File: config.mk
export PLATFORM = sky130hd
export DESIGN_NAME = ocd_core
export DESIGN_NICKNAME = d
export VERILOG_FILES = /design/src/ocd_pkg.sv /design/src/ocd_addr.sv /design/src/ocd_core.sv
export VERILOG_INCLUDE_DIRS = /design/src
export SDC_FILE = /design/constraint.sdc
export NUM_CORES = 1
export LEC_CHECK = 0
export BUFFER_PORTS_ARGS = -buffer_cell sky130_fd_sc_hd__buf_2
export CAP_MARGIN = 20
export CORE_AREA = 2 2 74 76
export DETAILED_ROUTE_END_ITERATION = 10
export DIE_AREA = 0 0 76 78
export GPL_ROUTABILITY_DRIVEN = 0
export PLACE_DENSITY = 0.81
export SLEW_MARGIN = 20
export SYNTH_ARGS = -nofsm -noshare
export SYNTH_HDL_FRONTEND = slang
export SYNTH_SLANG_ARGS = --single-unit
File: constraint.sdc
create_clock -name clk -period 1.51 [get_ports clk]
set_input_delay 0.302 -clock clk [delete_from_list [all_inputs] [get_ports clk]]
set_output_delay 0.302 -clock clk [all_outputs]
set_load 0.05 [all_outputs]
File: src/ocd_cfg.svh
// opcode decoder constants: field positions, fixed codes, reset values
// assumes inclusion by the decoder package users only
`ifndef OCD_CFG_SVH
`define OCD_CFG_SVH
`define OCD_ROW_MSB 7
`define OCD_ROW_LSB 4
`define OCD_COL_MSB 3
`define OCD_COL_LSB 0
`define OCD_COL_BRA_ACC 4'h3
`define OCD_COL_BRA_ZP 4'h7
`define OCD_COL_BIT_ACC 4'hB
`define OCD_COL_BIT_ZP 4'hF
`define OCD_OP_WAIT 8'hC2
`define OCD_OP_JSR_ZPIND 8'h02
`define OCD_OP_JMP_ZPIND 8'hB2
`define OCD_OP_JSR_SPECIAL 8'h22
`define OCD_ZERO_PAGE 8'h00
`define OCD_SPECIAL_PAGE 8'hFF
`define OCD_SP_RESET 8'hFF
`define OCD_PS_RESET 8'h04
`define OCD_FLAG_C 0
`define OCD_FLAG_Z 1
`define OCD_FLAG_I 2
`define OCD_FLAG_D 3
`define OCD_FLAG_B 4
`define OCD_FLAG_T 5
`define OCD_FLAG_V 6
`define OCD_FLAG_N 7
`endif

File: src/ocd_pkg.sv
// types shared by the opcode decoder and its address former
// assumes ocd_cfg.svh supplies the numeric constants
`default_nettype none
package ocd_pkg;
   typedef enum logic [3:0] {
      ocd_k_none, ocd_k_branch_if_bit_set, ocd_k_branch_if_bit_clear,
      ocd_k_set_single_bit, ocd_k_clear_single_bit, ocd_k_wait,
      ocd_k_other, ocd_k_undefined
   } ocd_kind_t;
   typedef enum logic [2:0] {
      ocd_a_none, ocd_a_abs, ocd_a_page_zero, ocd_a_stack, ocd_a_ind_x,
      ocd_a_special_page, ocd_a_zp_ind
   } ocd_amode_t;
   typedef struct packed {
      ocd_kind_t kind;
      ocd_amode_t amode;
      logic mem_bit; // bit op targets zero-page byte, not accumulator
      logic [2:0] bit_idx;
   } ocd_dec_t;
   typedef struct packed {
      logic [7:0] addr_high_byte;
      logic [7:0] addr_low_byte;
   } ocd_addr_t;
   typedef enum logic [1:0] {
      ocd_s_run = 2'h0, ocd_s_wait = 2'h1
   } ocd_state_t;
endpackage
`default_nettype wire

File: src/ocd_addr.sv
// effective address former: high byte joined with low byte
// assumes mode and sources come from the decoder on the same clock
`timescale 1ns/1ps
`default_nettype none
`include "ocd_cfg.svh"
module ocd_addr (
   // mode and sources
   input wire ocd_pkg::ocd_amode_t amode,
   input wire logic [7:0] operand_lo,
   input wire logic [7:0] operand_hi,
   input wire logic [7:0] index_x,
   input wire logic [7:0] stack_ptr,
   // formed address
   output ocd_pkg::ocd_addr_t addr
);
   // select high and low address bytes per mode
   always_comb begin
      addr.addr_high_byte = operand_hi;
      addr.addr_low_byte = operand_lo;
      case (amode)
         ocd_pkg::ocd_a_page_zero, ocd_pkg::ocd_a_zp_ind: begin
            addr.addr_high_byte = `OCD_ZERO_PAGE;
         end
         ocd_pkg::ocd_a_stack: begin
            addr.addr_high_byte = `OCD_ZERO_PAGE;
            addr.addr_low_byte = stack_ptr;
         end
         ocd_pkg::ocd_a_ind_x: begin
            addr.addr_high_byte = `OCD_ZERO_PAGE;
            addr.addr_low_byte = index_x;
         end
         ocd_pkg::ocd_a_special_page: begin
            addr.addr_high_byte = `OCD_SPECIAL_PAGE;
         end
         default: begin
            addr.addr_high_byte = operand_hi;
         end
      endcase
   end
endmodule
`default_nettype wire

File: src/ocd_core.sv
// opcode decoder with program counter halves, status flags, wait state
// assumes opcode and operand bytes arrive with a one-cycle strobe
// Contract
// - upper nibble row, lower nibble column
// - column 3: accumulator bit branch
// - column 7: zero-page bit branch
// - column B: set/clear accumulator bit
// - column F: set/clear zero-page bit
// - bit index covers positions 0 to 7
// - program counter as two byte halves
// - address is high byte, low byte
// - zero page forces high byte 00
// - stack and X-indirect use register address
// - status holds X-modified arithmetic flag
// - special-page one-byte subroutine call
// - zero-page indirect jump and call
// - decimal mode marks N, V, Z undefined
// - wait stops until timer X terminal
`timescale 1ns/1ps
`default_nettype none
`include "ocd_cfg.svh"
module ocd_core (
   // clock and reset
   input wire logic clk,
   input wire logic srst,
   // instruction stream
   input wire logic op_valid,
   input wire logic [7:0] opcode,
   input wire logic [7:0] operand_lo,
   input wire logic [7:0] operand_hi,
   input wire logic [7:0] index_x,
   input wire logic timer_x_terminal,
   // program counter halves
   input wire logic pc_high_load,
   input wire logic pc_low_load,
   input wire logic [7:0] pc_load_byte,
   // status flag updates
   input wire logic flags_load,
   input wire logic [7:0] flags_in,
   // decoded results
   output ocd_pkg::ocd_dec_t dec,
   output ocd_pkg::ocd_addr_t addr,
   output logic [7:0] pc_high_byte,
   output logic [7:0] pc_low_byte,
   output logic [7:0] status,
   output logic nvz_undefined,
   output logic clock_stopped
);
   ocd_pkg::ocd_dec_t next_dec;
   ocd_pkg::ocd_state_t state, next_state;
   logic [7:0] next_pc_high_byte, next_pc_low_byte, next_status;
   logic [7:0] stack_ptr;

   // row/column lookup of one opcode
   function automatic ocd_pkg::ocd_dec_t decode(input logic [7:0] op);
      logic [3:0] row;
      logic [3:0] col;
      ocd_pkg::ocd_dec_t d;
      row = op[`OCD_ROW_MSB:`OCD_ROW_LSB];
      col = op[`OCD_COL_MSB:`OCD_COL_LSB];
      d.kind = ocd_pkg::ocd_k_other;
      d.amode = ocd_pkg::ocd_a_none;
      d.mem_bit = 1'b0;
      d.bit_idx = row[3:1];
      case (col)
         `OCD_COL_BRA_ACC, `OCD_COL_BRA_ZP: begin
            d.kind = row[0] ? ocd_pkg::ocd_k_branch_if_bit_clear
                            : ocd_pkg::ocd_k_branch_if_bit_set;
            d.mem_bit = (col == `OCD_COL_BRA_ZP);
            d.amode = d.mem_bit ? ocd_pkg::ocd_a_page_zero
                                : ocd_pkg::ocd_a_none;
         end
         `OCD_COL_BIT_ACC, `OCD_COL_BIT_ZP: begin
            d.kind = row[0] ? ocd_pkg::ocd_k_clear_single_bit
                            : ocd_pkg::ocd_k_set_single_bit;
            d.mem_bit = (col == `OCD_COL_BIT_ZP);
            d.amode = d.mem_bit ? ocd_pkg::ocd_a_page_zero
                                : ocd_pkg::ocd_a_none;
         end
         4'h4, 4'hC: begin
            // odd rows empty except row b and one row per column
            if (row[0] && row != 4'hB && row != (col[3] ? 4'h3 : 4'h9))
               d.kind = ocd_pkg::ocd_k_undefined;
            if (row == 4'h0)
               d.kind = ocd_pkg::ocd_k_undefined;
            d.amode = col[3] ? ocd_pkg::ocd_a_abs : ocd_pkg::ocd_a_page_zero;
            // the load-immediate-to-memory slot is zero-page
            if (col[3] && row == 4'h3)
               d.amode = ocd_pkg::ocd_a_page_zero;
         end
         4'h5, 4'h6: begin
            d.amode = ocd_pkg::ocd_a_page_zero;
         end
         4'h1: begin
            d.amode = ocd_pkg::ocd_a_ind_x;
         end
         4'h2: begin
            case (op)
               `OCD_OP_JSR_ZPIND, `OCD_OP_JMP_ZPIND:
                  d.amode = ocd_pkg::ocd_a_zp_ind;
               `OCD_OP_JSR_SPECIAL:
                  d.amode = ocd_pkg::ocd_a_special_page;
               `OCD_OP_WAIT:
                  d.kind = ocd_pkg::ocd_k_wait;
               8'h52, 8'h72, 8'h92, 8'hD2, 8'hF2:
                  d.kind = ocd_pkg::ocd_k_undefined;
               default:
                  d.amode = ocd_pkg::ocd_a_none;
            endcase
         end
         4'h8: begin
            if (row == 4'h0 || row == 4'h2 || row == 4'h4 || row == 4'h6)
               d.amode = ocd_pkg::ocd_a_stack;
         end
         4'h9: begin
            if (row == 4'h8)
               d.kind = ocd_pkg::ocd_k_undefined;
         end
         4'hA: begin
            if (row == 4'h5 || row == 4'h7 || row == 4'hD || row == 4'hF)
               d.kind = ocd_pkg::ocd_k_undefined;
         end
         4'hE: begin
            if (row == 4'h9)
               d.kind = ocd_pkg::ocd_k_undefined;
            d.amode = ocd_pkg::ocd_a_abs;
         end
         4'hD: begin
            d.amode = ocd_pkg::ocd_a_abs;
         end
         default: begin
            d.amode = ocd_pkg::ocd_a_none;
         end
      endcase
      return d;
   endfunction

   // stack pointer fixed at reset value in this block
   assign stack_ptr = `OCD_SP_RESET;

   // next decode, pc halves, flags and wait state
   always_comb begin
      next_dec = dec;
      next_state = state;
      next_pc_high_byte = pc_high_byte;
      next_pc_low_byte = pc_low_byte;
      next_status = status;
      if (pc_high_load)
         next_pc_high_byte = pc_load_byte;
      if (pc_low_load)
         next_pc_low_byte = pc_load_byte;
      if (flags_load)
         next_status = flags_in;
      case (state)
         ocd_pkg::ocd_s_run: begin
            if (op_valid) begin
               next_dec = decode(opcode);
               if (next_dec.kind == ocd_pkg::ocd_k_wait)
                  next_state = ocd_pkg::ocd_s_wait;
            end
         end
         ocd_pkg::ocd_s_wait: begin
            if (timer_x_terminal)
               next_state = ocd_pkg::ocd_s_run;
         end
         default: begin
            next_state = ocd_pkg::ocd_s_run;
         end
      endcase
   end

   // register decode and architectural halves
   always_ff @(posedge clk) begin
      if (srst) begin
         dec <= '0;
         state <= ocd_pkg::ocd_s_run;
         pc_high_byte <= 8'h00;
         pc_low_byte <= 8'h00;
         status <= `OCD_PS_RESET;
      end else begin
         dec <= next_dec;
         state <= next_state;
         pc_high_byte <= next_pc_high_byte;
         pc_low_byte <= next_pc_low_byte;
         status <= next_status;
      end
   end

   // decimal mode makes arithmetic N, V, Z undefined
   assign nvz_undefined = status[`OCD_FLAG_D];
   assign clock_stopped = (state == ocd_pkg::ocd_s_wait);

   ocd_addr u_addr (
      .amode(dec.amode),
      .operand_lo(operand_lo),
      .operand_hi(operand_hi),
      .index_x(index_x),
      .stack_ptr(stack_ptr),
      .addr(addr)
   );
endmodule
`default_nettype wire

### Word-level counts from Yosys, hierarchy flattened

Index checks and enable logic that the tools add are counted.

* input port bits: 55
* output and inout port bits: 53
* logic and storage cells: 101
* register bits: 37

* mux-type cells: 26
* equality and inequality tests: 46
* reductions and logical operators: 21

Operator list (count)
* equality test 4 bit (second input constant): 12
* equality test 8 bit (second input constant): 5
* equality test 4 x 3 -> 1 bit (second input constant): 9
* case mux 8 bit (2 select lines): 2
* case mux 4 bit (7 select lines): 1
* case mux 3 bit (8 select lines): 1
* 2-to-1 mux 2 bit: 9
* equality test 4 x 2 -> 1 bit (second input constant): 4
* equality test 8 x 7 -> 1 bit (second input constant): 2
* 2-to-1 mux 4 bit: 4
* OR reduction 2 bit: 6
* equality test 3 bit (second input constant): 3
* equality test 8 x 2 -> 1 bit (second input constant): 1
* equality test 8 x 6 -> 1 bit (second input constant): 1
* case mux 2 bit (2 select lines): 2
* equality test 3 x 2 -> 1 bit (second input constant): 2
* logical OR 1 bit: 6
* inequality test 2 bit (second input constant): 3
* case mux 3 bit (2 select lines): 1
* OR reduction 5 bit: 1
* equality test 4 x 1 -> 1 bit (second input constant): 1
* logical NOT 4 bit: 1
* 2-to-1 mux 1 bit: 4
* inequality test 4 bit: 1
* other kinds (9): 11

### Logic depth before layout (Yosys ltp)

Gate-level depths: netlist of the first run.

* word-level depth: 12
* depth in mapped cells: 7
* gate-level depth less buffers: 5

### Modules after synthesis

Synthesis of the first run repeated with hierarchy kept, for this count alone.

* cells, all modules: 260
* area, all modules: 2135.8 um2

Modules (own cells, without submodules)
* ocd_core: sequential area each 700.7 um2, cells each 191, area each 1725.4 um2, instances 1
* ocd_addr: sequential area each 0.0 um2, cells each 69, area each 410.4 um2, instances 1

### Least setup slack after synthesis of the first run

No wires, ideal clock.

* path kind: reg2out
* start: register dec[4] in the netlist's numbering
* end: output port addr[1] in the netlist's numbering
* path buffers: 2
* data arrival time: 2460 ps
* required time: 1208 ps
* setup slack: -1252 ps
* stages on the path, launching flop included: 6
* cells stage by stage: dfxtp_1 clkbuf_1 and2_1 clkbuf_1 nor2_1 o21ai_0

RTL lines
* from (decl): RTL line ocd_core.sv:41 `output ocd_pkg::ocd_dec_t dec,`
* from (signal assigned): RTL line ocd_core.sv:181 `dec <= next_dec;`
* to (decl): RTL line ocd_core.sv:42 `output ocd_pkg::ocd_addr_t addr,`

==> flow_summary.ini, run 1 <==
[clock_tree]
cts_buffer_depth = 2
cts_tree = done
cts_max_level = 2
insertion_delay_ns = 0.28
clock-root-buffer = clkbuf_8
clk_pin_slew_ns = 0.07
cts_sinks = 35
numCtsBuffers = 5
holdBufCountCts = 0

[synth]
synth-edff-count = 0
ys_warn_count = 0
ys_seq_area_share_pct = 35.7
syn_nets = 294
ys_dominant_reg_cell = dfxtp_1
synth_cells = 239
syn-cell-area_um2 = 1960
synth.avg_cell_area_um2 = 8.22
yosysUniqueCellTypes = 49
synthArstFlopShare_pct = 0
yosys_register_bits = 35

[sta]
setup_ws_ns = -0.374
fin_skew_ns = 0.00294
setup_violations = 16
rsz0062_at_grt = yes
fmax_mhz = 531
min_period_over_period_pct = 125
hold_viol = 0
finalMaxSlewViolations = 0
period_minus_slack_ns = 1.88
worst_hold_slack_ns = 0.233

[setup_path]
criticalPathCategory = flop to output port
ff2ff_path_depth = 4
cp-start-kind = flop
slowest_stage = dfxtp_4
cp.required_ns = 1.21
path_cells = or2_0, buf_6, buf_4, a22oi_2, o21ai_4, buf_6
max_stage_delay_ns = 0.34
cp.arrival_ns = 1.58
crit_top_cell = buf_6
crit_fanout = 9
end_kind = output port

[placed_design]
port_buffers = 106
place_ws_ns = -0.152
dpl.hpwl_mm = 4.24

[detailed_routing]
routed_via_density = 5.09
antenna_left = 0
dr.pass1.iters = 4
vias = 2195
wirelength_mm = 5.58
drc_errors = 0
drtIter0Drc = 50
routedWlPerCell_um = 12.9

[die]
die_h_um = 78
die_w_um = 76
io-pin-count = 108
rows = 26
initial_core_util_pct = 39.0
dieArea_um2 = 5930
core_um2 = 5040

[pwr]
p_per_area_nw_per_um2 = 865
total_leakage_power_nw = 1.43
peakVddDrop_mv = 0.900

[global_routing]
first_global_vias = 2064
gr-total-overflow = 0
antenna_found_initial = 0
grt_start_max_net_pins = 22
track_usage_pct = 18.4
grt_pass1_wl_mm = 9.25

[final_layout]
diodes = 0
layout-drive-gt1-share_pct = 49.0
n_fill_cell = 448
final_common_cell = buf_2
areaGrowthSynthToFinish_pct = 51.8
layout_common_cells = buf_2 (97), nor2_1 (39), dfxtp_1 (32)
nNetsFinal = 415

[worst_hold_path]
min_path_cells = 2
hp-class = input pin to flop

[status]
violations = negative setup slack
run_status = finished, violations left

[flow_run]
maxCapViolCount = 0
## power by group
part	internal [mW]	switching [mW]
clock network	0.329	0.351
registers	0.972	0.0255
logic	0.317	0.586
total	1.62	0.963
## flip-flops by register name (all words and copies together) (netlist names)
| signal | count |
|---|---|
| dec | 10 |
| pc_high_byte | 8 |
| pc_low_byte | 8 |
| status | 8 |
| state | 1 |
## cells in the mapped netlist (all sizes together) (2+ instances only)
master / number / area, um2
nor2: 42 / 158
dfxtp: 35 / 701
mux2i: 23 / 230
clkbuf: 17 / 71.3
nand2: 14 / 52.6
o21ai: 14 / 73.8
a21oi: 12 / 60.1
nand2b: 10 / 62.6
a22oi: 9 / 67.6
a32o: 8 / 80.1
buf: 7 / 48.8
nand3: 5 / 25.0
nor2b: 5 / 31.3
nor3: 3 / 20.0
nor4: 3 / 18.8
o31ai: 3 / 22.5
a2111oi: 2 / 30.0
inv: 2 / 7.50
nor3b: 2 / 15.0
## logic make-up after synthesis
group / share of synthesized area (%)
simple gates: 24.1
other cells: 0.191
compound gates: 21.8
flops: 35.7
buf+inv: 6.50
mux: 11.7
## cell type report
| type | count | area (um2) | area share [%] |
|---|---|---|---|
| clock buffers | 5 | 68.8 | 2.31 |
| clock inverters | 3 | 23.8 | 0.797 |
| inverters | 2 | 7.51 | 0.252 |
| multi-input cells | 178 | 1260 | 42.1 |
| flip-flops and latches | 35 | 712 | 23.9 |
| well taps | 70 | 87.6 | 2.94 |
| repair buffers | 138 | 827 | 27.7 |
## final timing paths
check | start | endpoint | slack, ns
setup / recovery | dec[4] | addr[4] | -0.37
hold / removal | flags_in[2] | status[2] | 0.23
hold reg to reg | dec[1] | dec[1] | 0.46
setup reg to reg | state[0] | dec[6] | 0.28
## critical path, delay by kind of cell (launching register included)
family,cells,cell delay [ns]
DFF,1,0.34
buffers and inverters,3,0.44
and+or+nand+nor,1,0.23
AOI/OAI and AO/OA,2,0.30
## layer usage
metal	vias to the layer above	GRT usage [%]	share of wire (%)
met5	-	0	0
li1	1098	-	-
met3	4	4.30	6.0
met4	0	4.36	0.43
met2	80	33.2	49
met1	1013	22.1	44
## what timing repair did
item,4_1_cts,5_1_grt
resized for setup,16,3
setup buffers,0,1
endpoints found under the hold margin,0,0
endpoints found under the setup margin,16,17
## metrics by stage
stage                     total power, mW  utilization (%)  cell area, um2  instances  TNS [ns]
after floorplan                      1.64                -            2140        239    -0.275
after global placement               1.87             56.0            2820        422    -0.970
after detailed placement             1.89             56.0            2820        422     -1.27
after CTS                            2.60             58.8            2960        430     -5.16
after global routing                 2.71             59.2            2980        431     -6.13
final                                2.58             59.2            2980        431     -5.00
(Power assumes the default switching activity.)
==> run 2, diff against run 1 <==
MAX_ROUTING_LAYER = met4   (was default)
REMOVE_ABC_BUFFERS = 1   (was default)
==> flow_summary.ini, run 2 (same netlist as run 1, synthesis figures left out) <==
[status]
run_status = finished, violations left
violations = negative setup slack

[sta]
fin_skew_ns = 0.00299
setup_ws_ns = -0.310
finalMaxSlewViolations = 0
hold_viol = 0
rsz0062_at_grt = yes
fmax_mhz = 549
fin_setup_tns_ns = -2.86
period_minus_slack_ns = 1.82
min_period_over_period_pct = 121
setup_violations = 16

[final_layout]
final_util_pct = 60.0
regMostFlops = dec
layout-drive-gt1-share_pct = 48.5
layout_common_cells = buf_2 (89), nor2_1 (40), dfxtp_1 (32)
areaGrowthSynthToFinish_pct = 54.1
nNetsFinal = 417
stdcell_count = 433
final_common_cell = buf_2
largest_reg_flops = 10
n_fill_cell = 420
diodes = 0

[worst_hold_path]
min-delay-start = flags_in[2]
hold_end = status[2]
min_path_cells = 2
hp-class = input pin to flop

[die]
dieArea_um2 = 5930
rows = 26
die_h_um = 78
io-pin-count = 108
core_um2 = 5040
initial_core_util_pct = 39.0
die_w_um = 76

[setup_path]
reg2reg_from = state[0]
r2r_slack_ns = 0.18
cp.required_ns = 1.21
end_kind = output port
crit_fanout = 8
r2r_end = dec[6]
ff2ff_path_depth = 4
cp-start-kind = flop
cp.arrival_ns = 1.52
criticalPathCategory = flop to output port

[detailed_routing]
dr.pass1.iters = 6
wirelength_mm = 5.94
antenna_left = 0
vias = 2198
routed_via_density = 5.08
routedWlPerCell_um = 13.7
drc_errors = 0
drtIter0Drc = 47

[clock_tree]
cts_buffer_depth = 2
cts_tree = done
cts_sinks = 35
numCtsBuffers = 5
cts_max_level = 2
clock-root-buffer = clkbuf_8
clk_pin_slew_ns = 0.07
insertion_delay_ns = 0.27

[global_routing]
first_global_vias = 2086
antenna_found_initial = 0
grt_start_max_net_pins = 35
gr-total-overflow = 0
track_usage_pct = 19.1
grt_pass1_wl_mm = 9.14

[pwr]
p_per_area_nw_per_um2 = 852
total_leakage_power_nw = 1.43
peakVddDrop_mv = 0.696

[placed_design]
port_buffers = 106
dp_cells = 424
dpl.hpwl_mm = 4.18
place_ws_ns = -0.0562

[flow_run]
maxCapViolCount = 0
## run 2: cell types whose count changed in the layout (fill, tap and decap cells not counted), sizes merged
cell and delta:
buf +2, inv -1, clkbuf +1, clkinvlp -1, clkinv +1
## run 2: how the worst max path moves through the flow
stage	depth (start not counted)	start	slack [ns]	to
floorplan	3	dec[5]	-1.05	addr[1]
CTS	5	dec[4]	-0.25	addr[1]
global route	6	dec[5]	-0.38	addr[5]
detailed placement	7	opcode[5]	-0.06	dec[7]
global placement	7	opcode[5]	-0.03	dec[7]
finish	6	dec[5]	-0.31	addr[5]
## run 2: metal layers
layer	up-vias	GRT usage [%]	part of all wire, %	wire (um)
met2	86	33.0	50	3000
met1	998	22.3	42	2490
li1	1104	-	-	-
met4	0	5.27	2.0	116
met5	-	-	0	0
met3	10	4.65	5.6	331
## run 2: area by class of cell
type | count | area (um2) | area share, %
timing repair buffer | 140 | 923 | 30.5
clock inverter | 2 | 12.5 | 0.413
sequential | 35 | 704 | 23.3
inverter | 2 | 7.51 | 0.248
clock buffer | 6 | 72.6 | 2.40
multi-input combinational | 178 | 1220 | 40.3
tap | 70 | 87.6 | 2.89
## run 2: power by group
group	leakage, nW	total, mW	internal, mW	switching (mW)
combinational	1.10	0.938	0.341	0.597
sequential	0.290	1.01	0.977	0.0285
clock	0.0412	0.635	0.322	0.313
total	1.43	2.58	1.64	0.938
## run 2: critical path, stage by stage, from the launching register on
cell and delay (ns):
dfxtp_2 0.33, or2_4 0.27, nor2_4 0.11, buf_6 0.15, a22oi_2 0.06, o21ai_1 0.12
buf_6 0.19
## run 2: metrics by stage
step	area [um2]	total power [mW]	hold WS (ns)
finish	3030	2.58	0.241
global route	3030	2.70	0.235
global placement	2720	1.85	0.440
floorplan	1840	1.54	0.367
CTS	2930	2.56	0.230
detailed placement	2720	1.86	0.448
## run 2: what timing repair did
action	in CTS	in global routing
resized for setup	39	28
gates cloned	0	0
endpoints found under the setup margin	16	17
setup buffers	1	1
pin swaps	2	5
hold buffers	0	0
==> run 3, diff against run 2 <==
BUFFER_PORTS_ARGS = -buffer_cell sky130_fd_sc_hd__clkbuf_2   (was -buffer_cell sky130_fd_sc_hd__buf_2)
PLACE_DENSITY = 0.71   (was 0.81)
RECOVER_POWER = 25   (was default)
==> flow_summary.ini, run 3 (same netlist as run 1, synthesis figures left out) <==
[clock_tree]
cts_max_level = 2
clock-root-buffer = clkbuf_8
insertion_delay_ns = 0.28
clk_pin_slew_ns = 0.07
cts_sinks = 35
numCtsBuffers = 5
cts_tree = done
holdBufCountCts = 0
cts_buffer_depth = 2

[setup_path]
r2r_end = dec[6]
ff2ff_path_depth = 4
end_kind = output port
cp-start-kind = flop
criticalPathCategory = flop to output port
cp.required_ns = 1.21
r2r_slack_ns = 0.24
reg2reg_from = state[0]
crit_fanout = 8
cp.arrival_ns = 1.52

[final_layout]
layout-drive-gt1-share_pct = 45.0
areaGrowthSynthToFinish_pct = 52.4
diodes = 0
nNetsFinal = 415
stdcell_count = 430
largest_reg_flops = 10
layout_common_cells = clkbuf_2 (86), nor2_1 (41), dfxtp_1 (34)
final_common_cell = clkbuf_2
regMostFlops = dec

[detailed_routing]
dr.pass1.iters = 4
routedWlPerCell_um = 13.5
drtIter0Drc = 34
wirelength_mm = 5.78
drc_errors = 0
antenna_left = 0
routed_via_density = 5.16
vias = 2219

[sta]
fmax_mhz = 549
relSlewSlack_pct = 58.0
period_minus_slack_ns = 1.82
hold_viol = 0
worst_pin_slew_ns = 0.630
fin_skew_ns = 0.00434
setup_violations = 16
rsz0062_at_grt = yes
finalMaxSlewViolations = 0
setup_ws_ns = -0.311
min_period_over_period_pct = 121

[global_routing]
antenna_found_initial = 0
track_usage_pct = 19.6
gr-total-overflow = 0
grt_start_max_net_pins = 19
first_global_vias = 2084
grt_pass1_wl_mm = 9.38

[die]
initial_core_util_pct = 39.0
dieArea_um2 = 5930
die_h_um = 78
die_w_um = 76
core_um2 = 5040
io-pin-count = 108
rows = 26

[flow_run]
maxCapViolCount = 0

[pwr]
finalPower_mw = 2.59
peakVddDrop_mv = 0.691
p_per_area_nw_per_um2 = 864
total_leakage_power_nw = 1.40

[status]
violations = negative setup slack
run_status = finished, violations left

[worst_hold_path]
hold_end = status[2]
min_path_cells = 2
min-delay-start = flags_in[2]
hp-class = input pin to flop

[placed_design]
port_buffers = 106
dp_cells = 422
dpl.hpwl_mm = 4.37
run 3: metal layers:
metal  share of wire, %  global-route usage, %  vias up
met1                 43                   23.1     1025
li1                   -                      -     1098
met2                 50                   34.3       92
met5                  0                      -        -
met3                6.7                   5.00        4
met4               0.76                   3.82        0
run 3: final cells by class:
class                   count  area, um2
clock buffers               6       82.6
clock inverters             1       5.00
fillers                   441       2050
inverters                   2       7.51
multi-input cells         178       1190
flip-flops and latches     35        702
well taps                  70       87.6
repair buffers            138        923
run 3: worst max-delay path by stage:
stage | startpoint | to | slack (ns)
final | dec[5] | addr[2] | -0.31
after floorplan | dec[5] | addr[1] | -1.05
after CTS | dec[5] | addr[7] | -0.28
after global placement | opcode[5] | dec[7] | -0.03
after global routing | dec[5] | addr[2] | -0.37
after detailed placement | opcode[5] | dec[7] | -0.06
run 3: power by group:
part,total [mW],switching [mW],internal (mW)
Clock,0.660,0.303,0.357
Combinational,0.922,0.584,0.338
Sequential,1.01,0.0288,0.977
Total,2.59,0.916,1.67
run 3: per-stage QoR:
stage | TNS (ns) | utilization (%) | instance area, um2 | setup slack, ns | hold WS, ns
global route | -4.68 | 59.4 | 2990 | -0.375 | 0.225
floorplan | -9.45 | - | 1840 | -1.05 | 0.367
CTS | -3.60 | 58.6 | 2950 | -0.277 | 0.234
global placement | -0.0497 | 53.7 | 2710 | -0.0324 | 0.445
detailed placement | -0.325 | 53.7 | 2710 | -0.0566 | 0.447
finish | -3.60 | 59.4 | 2990 | -0.311 | 0.242
run 3: what timing repair did:
| item | in CTS | in global routing |
|---|---|---|
| setup buffers | 1 | 0 |
| gates resized for setup | 38 | 11 |
| endpoints found under the setup margin | 17 | 17 |
| pin swaps | 2 | 1 |
run 3: critical path, cell delays in order, from the launching register on:
cell and delay [ns]:
dfxtp_2 0.33, or2_4 0.26, nor2_2 0.10, buf_6 0.16
a22oi_2 0.06, o21ai_1 0.11, clkbuf_8 0.22
